$ cat src/rtl/sdps_pkg.sv
// Package for the DDR4 power-state and DLL-off qualification block
// Assumes a single 100 MHz clock domain; controller pins are synchronised inside the block
package sdps_pkg;

  // ****************************************
  // Command pin bundle and decoded commands
  // ****************************************
  typedef struct packed {
    logic cs_n;
    logic act_n;
    logic ras_n;
    logic cas_n;
    logic we_n;
  } sdps_cmd_pins_t;

  typedef enum logic [2:0] {
    CMD_DESELECT,
    CMD_NO_OPERATION,
    CMD_REFRESH,
    CMD_READ,
    CMD_WRITE,
    CMD_PRECHARGE,
    CMD_OTHER
  } sdps_cmd_t;

  typedef enum {
    ST_IDLE,
    ST_ACTIVE,
    ST_PRECHARGE_PD,
    ST_ACTIVE_PD,
    ST_SELF_REFRESH
  } sdps_state_t;

  // ****************************************
  // Latencies and reset values
  // ****************************************
  localparam logic [4:0] DLL_OFF_READ_LATENCY  = 5'h0_00A;
  localparam logic [4:0] DLL_OFF_WRITE_LATENCY = 5'h0_009;
  localparam logic [5:0] STROBE_CNT_RESET      = 6'h0_000;
  localparam logic       DLL_ENABLE_RESET      = 1'h0_001;

  // Status flags handed out of the block
  typedef struct packed {
    logic power_down;
    logic active_pd;
    logic self_refresh;
    logic idle;
    logic illegal;
    logic dll_off;
  } sdps_status_t;

endpackage : sdps_pkg

$ cat src/rtl/sdps_power_state.sv
// Power-state, command qualification and DLL-off read strobe timing
// Assumes controller pins are asynchronous to CLK and are synchronised here
//
// How it works
// - Power-down entry and exit only accepted with deselect on that edge.
// - Self refresh entered from idle with refresh on clock enable fall.
// - Deselect on clock enable fall picks precharge or active power-down.
// - No internal refresh while in power-down.
// - Self-refresh exit only with deselect; other commands flagged illegal.
// - Combinations not listed are flagged illegal.
// - Termination input ignored for state; termination off in self refresh.
// - Idle needs banks closed, no burst, enable high, timings expired.
// - Chip select high: no new command, running work continues.
// - DLL off when enable bit cleared, until set again.
// - DLL-off mode uses read latency 10 and write latency 9.
// - DLL-off strobe starts additive plus read latency minus one.
// - Commands decoded from pins and clock enable on rising edge.
`timescale 1ns/100ps
`default_nettype none

module sdps_power_state
  import sdps_pkg::*;
#(
  parameter int LAT_W = 6
)
(
  // Clock and reset
  input  wire logic           CLK,
  input  wire logic           NRST,
  // Controller pins
  input  wire sdps_cmd_pins_t CMD_PINS,
  input  wire logic           CKE,
  input  wire logic           TERM_CTRL,
  // Core status inputs, same clock
  input  wire logic           BANKS_CLOSED,
  input  wire logic           BURST_ACTIVE,
  input  wire logic           TIMINGS_DONE,
  // Mode settings, same clock
  input  wire logic           MODE_WRITE,
  input  wire logic           DLL_ENABLE_BIT,
  input  wire logic [4:0]     ADDITIVE_LATENCY,
  input  wire logic [4:0]     READ_LATENCY,
  // Outputs
  output sdps_status_t        STATUS,
  output logic                ACCEPT_CMD,
  output logic                REFRESH_ALLOWED,
  output logic                TERM_ENABLE,
  output logic                STROBE_START
);

  // ****************************************
  // State
  // ****************************************
  typedef struct packed {
    sdps_cmd_pins_t pins_s1;
    sdps_cmd_pins_t pins_s2;
    logic           cke_s1;
    logic           cke_s2;
    logic           term_s1;
    logic           term_s2;
    logic           cke_prev;
    sdps_state_t    state;
    logic           dll_en;
    logic [LAT_W-1:0] strobe_cnt;
    sdps_status_t   status;
    logic           accept;
    logic           term_en;
    logic           strobe;
  } sdps_regs_t;

  sdps_regs_t r;
  sdps_regs_t next_r;
  sdps_cmd_t  cmd;
  logic       idle;
  logic [LAT_W-1:0] strobe_delay;

  // Decode from synchronised pins; row commands fold into other
  always_comb
  begin
    if (r.pins_s2.cs_n)
      cmd = CMD_DESELECT;
    else if (!r.pins_s2.act_n)
      cmd = CMD_OTHER;
    else
    begin
      case ({r.pins_s2.ras_n, r.pins_s2.cas_n, r.pins_s2.we_n})
        3'b111:  cmd = CMD_NO_OPERATION;
        3'b001:  cmd = CMD_REFRESH;
        3'b101:  cmd = CMD_READ;
        3'b100:  cmd = CMD_WRITE;
        3'b010:  cmd = CMD_PRECHARGE;
        default: cmd = CMD_OTHER;
      endcase
    end
  end

  // Idle qualification, the termination pin plays no part
  assign idle = BANKS_CLOSED && !BURST_ACTIVE && r.cke_s2 && TIMINGS_DONE;

  // Strobe window starts one clock early with the DLL off
  assign strobe_delay = LAT_W'(ADDITIVE_LATENCY) + LAT_W'(READ_LATENCY)
                        - (r.dll_en ? LAT_W'(0) : LAT_W'(1));

  // ****************************************
  // Next state
  // ****************************************
  always_comb
  begin
    next_r          = r;
    next_r.pins_s1  = CMD_PINS;
    next_r.pins_s2  = r.pins_s1;
    next_r.cke_s1   = CKE;
    next_r.cke_s2   = r.cke_s1;
    next_r.term_s1  = TERM_CTRL;
    next_r.term_s2  = r.term_s1;
    next_r.cke_prev = r.cke_s2;
    next_r.status.illegal = 1'b0;
    next_r.strobe   = 1'b0;
    // Enable bit taken whenever the mode is written, in any state
    if (MODE_WRITE)
      next_r.dll_en = DLL_ENABLE_BIT;
    case (r.state)
      ST_PRECHARGE_PD, ST_ACTIVE_PD, ST_SELF_REFRESH:
      begin
        if (r.cke_prev && r.cke_s2)
          next_r.status.illegal = 1'b1;
        else if (!r.cke_prev && r.cke_s2)
        begin
          if (cmd == CMD_DESELECT)
            next_r.state = (r.state == ST_ACTIVE_PD) ? ST_ACTIVE : ST_IDLE;
          else
            next_r.status.illegal = 1'b1;
        end
      end
      ST_IDLE, ST_ACTIVE:
      begin
        if (r.cke_prev && !r.cke_s2)
        begin
          if (cmd == CMD_DESELECT)
            next_r.state = BANKS_CLOSED ? ST_PRECHARGE_PD : ST_ACTIVE_PD;
          // Idle is judged as it stood before this edge; clock enable is already low on it
          else if (cmd == CMD_REFRESH && r.state == ST_IDLE && BANKS_CLOSED && !BURST_ACTIVE && TIMINGS_DONE)
            next_r.state = ST_SELF_REFRESH;
          else
            next_r.status.illegal = 1'b1;
        end
        else if (!r.cke_prev)
          next_r.status.illegal = 1'b1;
        else
          next_r.state = (BANKS_CLOSED && !BURST_ACTIVE) ? ST_IDLE : ST_ACTIVE;
      end
      default: next_r.state = ST_IDLE;
    endcase
    // Commands taken only in the awake states with chip select low
    next_r.accept = (r.state == ST_IDLE || r.state == ST_ACTIVE) && cmd != CMD_DESELECT
                    && r.cke_s2;
    // Read strobe countdown, a new read restarts it
    if (next_r.accept && cmd == CMD_READ)
      next_r.strobe_cnt = strobe_delay;
    else if (r.strobe_cnt != STROBE_CNT_RESET)
    begin
      next_r.strobe_cnt = r.strobe_cnt - LAT_W'(1);
      next_r.strobe     = (r.strobe_cnt == LAT_W'(1));
    end
    next_r.term_en = r.term_s2 && (next_r.state != ST_SELF_REFRESH);
    next_r.status.power_down   = next_r.state == ST_PRECHARGE_PD || next_r.state == ST_ACTIVE_PD;
    next_r.status.active_pd    = next_r.state == ST_ACTIVE_PD;
    next_r.status.self_refresh = next_r.state == ST_SELF_REFRESH;
    next_r.status.idle         = next_r.state == ST_IDLE && idle;
    next_r.status.dll_off      = !next_r.dll_en;
  end

  // Register everything; pins reset to deselect with enable low
  always_ff @(posedge CLK or negedge NRST)
  begin
    if (!NRST)
    begin
      r            <= '0;
      r.pins_s1    <= '1;
      r.pins_s2    <= '1;
      r.state      <= ST_IDLE;
      r.dll_en     <= DLL_ENABLE_RESET;
    end
    else
      r <= next_r;
  end

  assign STATUS          = r.status;
  assign ACCEPT_CMD      = r.accept;
  assign TERM_ENABLE     = r.term_en;
  assign STROBE_START    = r.strobe;
  // Internal refresh held off in power-down
  assign REFRESH_ALLOWED = !r.status.power_down;

  // ****************************************
  // Assertions
  // ****************************************
  AST_PD_EXIT: assert property (@(posedge CLK) disable iff (!NRST)
    (r.state == ST_PRECHARGE_PD && !r.cke_prev && r.cke_s2 && cmd == CMD_DESELECT)
      |=> r.state == ST_IDLE) else $error("Power-down exit missed");
  AST_PD_HOLD: assert property (@(posedge CLK) disable iff (!NRST)
    (r.status.power_down && !r.cke_prev && !r.cke_s2) |=> $stable(r.state))
    else $error("Power-down not held");
  AST_SR_ENTRY: assert property (@(posedge CLK) disable iff (!NRST)
    $rose(r.status.self_refresh) |-> $past(r.state) == ST_IDLE)
    else $error("Self refresh from non-idle");
  AST_PD_TYPE: assert property (@(posedge CLK) disable iff (!NRST)
    (r.state == ST_ACTIVE && r.cke_prev && !r.cke_s2 && cmd == CMD_DESELECT && !BANKS_CLOSED)
      |=> r.state == ST_ACTIVE_PD ##1 r.status.active_pd) else $error("Wrong power-down type");
  AST_NO_REFRESH: assert property (@(posedge CLK) disable iff (!NRST)
    r.status.power_down |-> !REFRESH_ALLOWED) else $error("Refresh in power-down");
  AST_SR_BADEXIT: assert property (@(posedge CLK) disable iff (!NRST)
    (r.state == ST_SELF_REFRESH && !r.cke_prev && r.cke_s2 && cmd != CMD_DESELECT)
      |=> r.status.illegal && r.state == ST_SELF_REFRESH) else $error("Bad exit not flagged");
  AST_TERM_OFF: assert property (@(posedge CLK) disable iff (!NRST)
    r.status.self_refresh |-> !TERM_ENABLE) else $error("Termination in self refresh");
  AST_DESELECT: assert property (@(posedge CLK) disable iff (!NRST)
    cmd == CMD_DESELECT |=> !ACCEPT_CMD) else $error("Command taken while deselected");
  AST_STROBE: assert property (@(posedge CLK) disable iff (!NRST)
    (ACCEPT_CMD && $past(cmd) == CMD_READ && !r.dll_en && r.strobe_cnt == LAT_W'(9))
      |-> ##9 STROBE_START) else $error("Strobe timing wrong");
  AST_DLL: assert property (@(posedge CLK) disable iff (!NRST)
    (MODE_WRITE && !DLL_ENABLE_BIT) |=> r.status.dll_off) else $error("DLL not off");

  COV_SR:  cover property (@(posedge CLK) disable iff (!NRST) $fell(r.status.self_refresh));
  COV_PPD: cover property (@(posedge CLK) disable iff (!NRST) r.state == ST_PRECHARGE_PD);
  COV_APD: cover property (@(posedge CLK) disable iff (!NRST) $fell(r.status.active_pd));
  COV_STB: cover property (@(posedge CLK) disable iff (!NRST) STROBE_START && STATUS.dll_off);

endmodule : sdps_power_state

`default_nettype wire

$ cat config.mk
export PLATFORM = sky130hd
export DESIGN_NAME = sdps_power_state
export DESIGN_NICKNAME = d
export VERILOG_FILES = /design/src/rtl/sdps_pkg.sv /design/src/rtl/sdps_power_state.sv
export SDC_FILE = /design/constraint.sdc
export NUM_CORES = 1
export LEC_CHECK = 0
export BUFFER_PORTS_ARGS = -buffer_cell sky130_fd_sc_hd__buf_2
export CORE_MARGIN = 5
export CORE_UTILIZATION = 55
export DETAILED_ROUTE_END_ITERATION = 8
export PLACE_DENSITY_LB_ADDON = 0.2
export SYNTH_ARGS = -nofsm -noshare
export SYNTH_HDL_FRONTEND = slang
export SYNTH_SLANG_ARGS = --single-unit
$ cat constraint.sdc
create_clock -name CLK -period 2.25 [get_ports CLK]
set_input_delay 0.3375 -clock CLK [delete_from_list [all_inputs] [get_ports CLK]]
set_output_delay 0.3375 -clock CLK [all_outputs]
set_load 0.05 [all_outputs]
==> flow_metrics.tcl, run 1 <==
set metrics [dict create \
    ys_warn_count 0 \
    final_common_cell "dfrtp_1" \
    use_met3 0.0447 \
    io_pins 34 \
    crit_required_ns 2.46 \
    avgSynthCellArea_um2 13.3 \
    finalSetupViolations 0 \
    grt_pass1_vias 1467 \
    rows 25 \
    ant_nets 0 \
    postCtsSetupRepairBufs 0 \
    synthToLayoutAreaGrowth_pct 19.9 \
    slew_headroom 0.627 \
    cap_violations 0 \
    ys_async_sr_fraction 1.00 \
    grt_max_degree 39 \
    place_congestion 0.803 \
    worstSkewPairLatency_ns 0.33 \
    met2_usage 0.213 \
    critPathKind "reg -> reg" \
    rsz0062_at_grt "no" \
    hp-class "in -> async" \
    total_power_uw 2310 \
    reg2reg_from "r[15]" \
    cts_inserted_buffers 9 \
    vias 1458 \
    diodes 0 \
    cts_resized 0 \
    synth_ff_type "dfrtp_1" \
    layout_common_cells "dfrtp_1 (52), buf_2 (33), conb_1 (29), inv_1 (27)" \
    cts_tree "done" \
    reg2regPathDepth 11 \
    use_met1 0.148 \
    busiest_layer "met2" \
    die-area_um2 6160 \
    overflow 0 \
    fmax_mhz 493 \
    fin_crit_sh 0.901 \
    route.detailed.wl_per_inst_um 10.9 \
    core_area_um2 4630 \
    fin_hold_ws_ns -0.00659 \
    ys_ff_latch 63 \
    crit_path_end_kind "register" \
    htreeDepth 3 \
    synth-seq-area-share 0.617 \
    status "complete, but fails checks" \
    synth_area_um2 2580 \
    drc_errors 0 \
    critPathLaunch "r[15]" \
    critPathLaunchType "register" \
    synth_cells 194 \
    cp_max_fo 3 \
    timing.setup.tns_ns 0 \
    peakVddDrop_v 0.000467 \
    worstPathArrival_ns 2.23 \
    grt_pass1_wl_mm 6.11 \
    synth_edf_count 0 \
    hold_viol_final 10 \
    die_w_um 78.5 \
    fp.dieH_um 78.5 \
    drt-vias-per-instance 4.56 \
    wl_mm 3.49 \
    drv_slew 0 \
    tightest_slew_ns 0.559 \
    fin_skew_ns 0.00730 \
    antenna_found_initial 0 \
    finalNetCount 299 \
    ys_types 43 \
    cts_root_buf "clkbuf_8" \
    path_clk_slew_ns 0.07 \
    firstDrtPassIters 4 \
    powerDensity_nw_per_um2 748 \
    clock_path_buffers 2 \
    leakage_uw 0.00153 \
    min_period_ns 2.03 \
    violations "hold timing" \
    dr.first_iter.drc_count 49 \
    portBuffers 33 \
    clock-sinks 63 \
    cts_hold_buf 0 \
    layout-drive-gt1-share 0.289 \
    grtUsageTotal 0.132 \
    start_util 0.557 \
    place_hpwl_mm 2.57 \
]
-- worst paths after layout --
path | end | slack [ns]
hold reg to reg | next_r[48] | 0.35
setup reg to reg | r[13] | 0.22
hold / removal | r[21] | -0.007
min in group CLK | next_r[53] | 0.11
max in group asynchronous | next_r[54] | 1.60
setup / recovery | r[13] | 0.22
-- worst max-delay path, cell delays in order, from the launching register on --
cell and delay, ns:
dfstp_2 0.52, inv_1 0.04, ha_1 0.26, inv_1 0.04, ha_2 0.17, inv_1 0.07, fa_2 0.20, inv_1 0.04
a21o_1 0.16, a21oi_1 0.16, xor2_1 0.16, mux2i_1 0.08
-- synthesized netlist by cell type (2+ instances only) --
| cell | number | area, um^2 |
|---|---|---|
| nor4_2 | 3 | 37.5 |
| a21o_1 | 2 | 15.0 |
| nor4_1 | 6 | 37.5 |
| dfrtp_1 | 52 | 1300 |
| mux2i_1 | 8 | 80.1 |
| and3b_1 | 2 | 17.5 |
| buf_4 | 6 | 45.0 |
| xor2_1 | 6 | 52.6 |
| nor3b_1 | 2 | 15.0 |
| dfstp_2 | 11 | 289 |
| a21oi_1 | 6 | 30.0 |
| ha_1 | 13 | 163 |
| xnor2_1 | 2 | 17.5 |
| nor2_1 | 4 | 15.0 |
| nor3_1 | 2 | 10.0 |
| nor4b_1 | 2 | 17.5 |
| nor4_4 | 2 | 42.5 |
| nand2_1 | 12 | 45.0 |
| inv_1 | 27 | 101 |
| o21ai_0 | 2 | 10.0 |
| nor2b_1 | 2 | 12.5 |
-- power breakdown --
part / switching, uW / total [uW] / internal (uW)
combinational: 102 / 178 / 75.4
sequential: 21.8 / 1210 / 1190
clock: 417 / 929 / 512
-- metal layers --
| metal | up-vias | routed length, um |
|---|---|---|
| li1 | 754 | - |
| met1 | 663 | 1520 |
| met2 | 33 | 1690 |
| met3 | 8 | 186 |
| met4 | 0 | 90 |
| met5 | - | 0 |
-- metrics by stage --
stage	setup WS, ns	util	instance area (um^2)	std cells
2_1_floorplan	0.202	-	2680	222
5_1_grt	0.0399	0.668	3090	320
6_report	0.222	0.668	3090	320
3_5_place_dp	0.102	0.625	2890	304
4_1_cts	0.0843	0.667	3090	320
3_3_place_gp	0.145	0.625	2890	304
-- sequential cells by signal (all words and copies together), names as in the netlist --
name,flops
r,46
STATUS,6
next_r,8
ACCEPT_CMD,1
TERM_ENABLE,1
STROBE_START,1
-- cell type report --
class                   instances  area, um^2
inverters                      27         101
clock buffers                   9         124
well taps                      54        67.6
clock inverters                 7        72.6
repair buffers                 34         185
multi-input cells             126         952
fillers                       356        1540
flip-flops and latches         63        1590
-- cells by family after synthesis --
| kind of cell | synth area share |
|---|---|
| xor+xnor | 0.0272 |
| simple gates | 0.152 |
| buf+inv | 0.0568 |
| mux | 0.0354 |
| compound gates | 0.0398 |
| fa+ha+maj | 0.0708 |
| flops | 0.617 |
| other cells | 0.00145 |
No activity file was read; power rests on OpenSTA's default activity.
==> run 2: changes to the inputs <==
BUFFER_PORTS_ARGS = -buffer_cell sky130_fd_sc_hd__clkbuf_2   (was -buffer_cell sky130_fd_sc_hd__buf_2)
CORE_ASPECT_RATIO = 0.8   (was default)
==> flow_metrics.tcl, run 2 (same netlist as run 1, synthesis figures left out) <==
set metrics [dict create \
    status "finished, final reports clean" \
    design_area_um2 3120 \
    vias 1479 \
    crit_required_ns 2.47 \
    fp.dieH_um 71.2 \
    cts_inserted_buffers 9 \
    critical-path-top-delay-family "flip-flops" \
    drv_slew 0 \
    htreeDepth 3 \
    fin_crit_sh 0.919 \
    grt_pass1_wl_mm 6.47 \
    tightest_slew_ns 0.734 \
    ff_latch_area_um2 1590 \
    clock_path_buffers 2 \
    slowest_delay_ns 0.52 \
    ant_nets 0 \
    diodes 0 \
    rrSetupSlack_ns 0.18 \
    reg2reg_from "r[15]" \
    grt_max_degree 64 \
    io_pins 34 \
    layout_common_cells "dfrtp_1 (52), clkbuf_2 (33), conb_1 (29), inv_1 (27)" \
    multi_input_area_um2 956 \
    fin_skew_ns 0.00799 \
    n_fill_cell 357 \
    dpl-instance-area_um2 2890 \
    critPathKind "reg -> reg" \
    place_congestion 0.785 \
    drt-vias-per-instance 4.52 \
    cts_hold_buf 0 \
    fin_util 0.684 \
    reg2reg_to "r[14]" \
    cts_tree "done" \
    finalSetupViolations 0 \
    total_power_uw 2440 \
    reg2regPathDepth 10 \
    die_w_um 86.6 \
    hold_end "next_r[54]" \
    peakVddDrop_v 0.000661 \
    worstPathArrival_ns 2.29 \
    powerDensity_nw_per_um2 782 \
    antenna_found_initial 0 \
    cap_violations 0 \
    start_util 0.564 \
    min_period_ns 2.07 \
    crit_path_end_kind "register" \
    rows 22 \
    clock-sinks 63 \
    die-area_um2 6170 \
    worstSkewPairLatency_ns 0.34 \
    leakage_uw 0.00154 \
    min_path_cells 1 \
    finalNetCount 300 \
    grtUsageTotal 0.143 \
    portBuffers 33 \
    core_area_um2 4570 \
    place_hpwl_mm 2.55 \
    route.detailed.wl_per_inst_um 10.8 \
    final_common_cell "dfrtp_1" \
    hp-class "in -> reg" \
    cp_common_cell "inv_1" \
    cp_max_fo 3 \
    hold_viol_final 0 \
    min_from "CMD_PINS[1]" \
    synthToLayoutAreaGrowth_pct 21.2 \
    overflow 0 \
    worstPathCellList "inv_1 -> ha_1 -> inv_1 -> ha_2 -> buf_4 -> a211oi_1 -> o21bai_1 -> a21oi_1 -> xor2_1 -> mux2i_1" \
    cts_root_buf "clkbuf_8" \
    drc_errors 0 \
    slew_headroom 0.511 \
    cpMaxStageDelayCell "dfstp_2" \
    layout-drive-gt1-share 0.296 \
    timing.setup.tns_ns 0 \
    largest_register_ffs 46 \
    cp.buffers_inverters 3 \
    critPathLaunchType "register" \
    regMostFlops "r" \
    wl_mm 3.53 \
    fmax_mhz 484 \
    dr.first_iter.drc_count 48 \
    path_clk_slew_ns 0.07 \
    grt_pass1_vias 1487 \
    firstDrtPassIters 4 \
]
-- run 2: cell types whose count changed in the layout (fill, tap and decap cells not counted), sizes merged --
| cell | change |
|---|---|
| bufinv | +1 |
| buf | -32 |
| clkbuf | +33 |
| inv | -1 |
-- run 2: worst max-delay path by stage --
| stage | end | cells past startpoint | from | slack, ns |
|---|---|---|---|---|
| after floorplan | r[13] | 11 | r[15] | 0.20 |
| after global placement | r[13] | 11 | r[15] | 0.14 |
| after detailed placement | r[13] | 11 | r[15] | 0.09 |
| after CTS | r[13] | 11 | r[15] | 0.07 |
| after global routing | r[13] | 11 | r[15] | -0.01 |
| final | r[14] | 10 | r[15] | 0.18 |
-- run 2: timing repair --
action,4_1_cts,5_1_grt
setup buffers,0,1
resized for setup,0,3
setup endpoints to repair,0,1
-- run 2: cell type report --
class                           count  share of cell area
Timing Repair Buffer               35              0.0577
Clock buffer                        9              0.0396
Multi-Input combinational cell    126               0.306
Sequential cell                    63               0.509
Inverter                           27              0.0324
Clock inverter                      7              0.0312
Tap cell                           60              0.0240
-- run 2: power by group --
group          switching [uW]  internal (uW)
Clock                     429            624
Combinational             105           76.8
Sequential               22.9           1190
-- run 2: through the flow --
step,std cells,hold slack (ns),worst slack (ns)
6_report,327,0.0710,0.182
5_1_grt,327,0.0436,-0.0121
4_1_cts,326,0.0466,0.0677
3_5_place_dp,310,0.344,0.0932
3_3_place_gp,310,0.338,0.137
2_1_floorplan,222,0.0419,0.202
-- run 2: metal layers --
layer | GRT usage | share of wire
met3 | 0.0793 | 0.060
met4 | 0.0675 | 0.014
met5 | 0 | 0
met1 | 0.176 | 0.45
met2 | 0.204 | 0.48
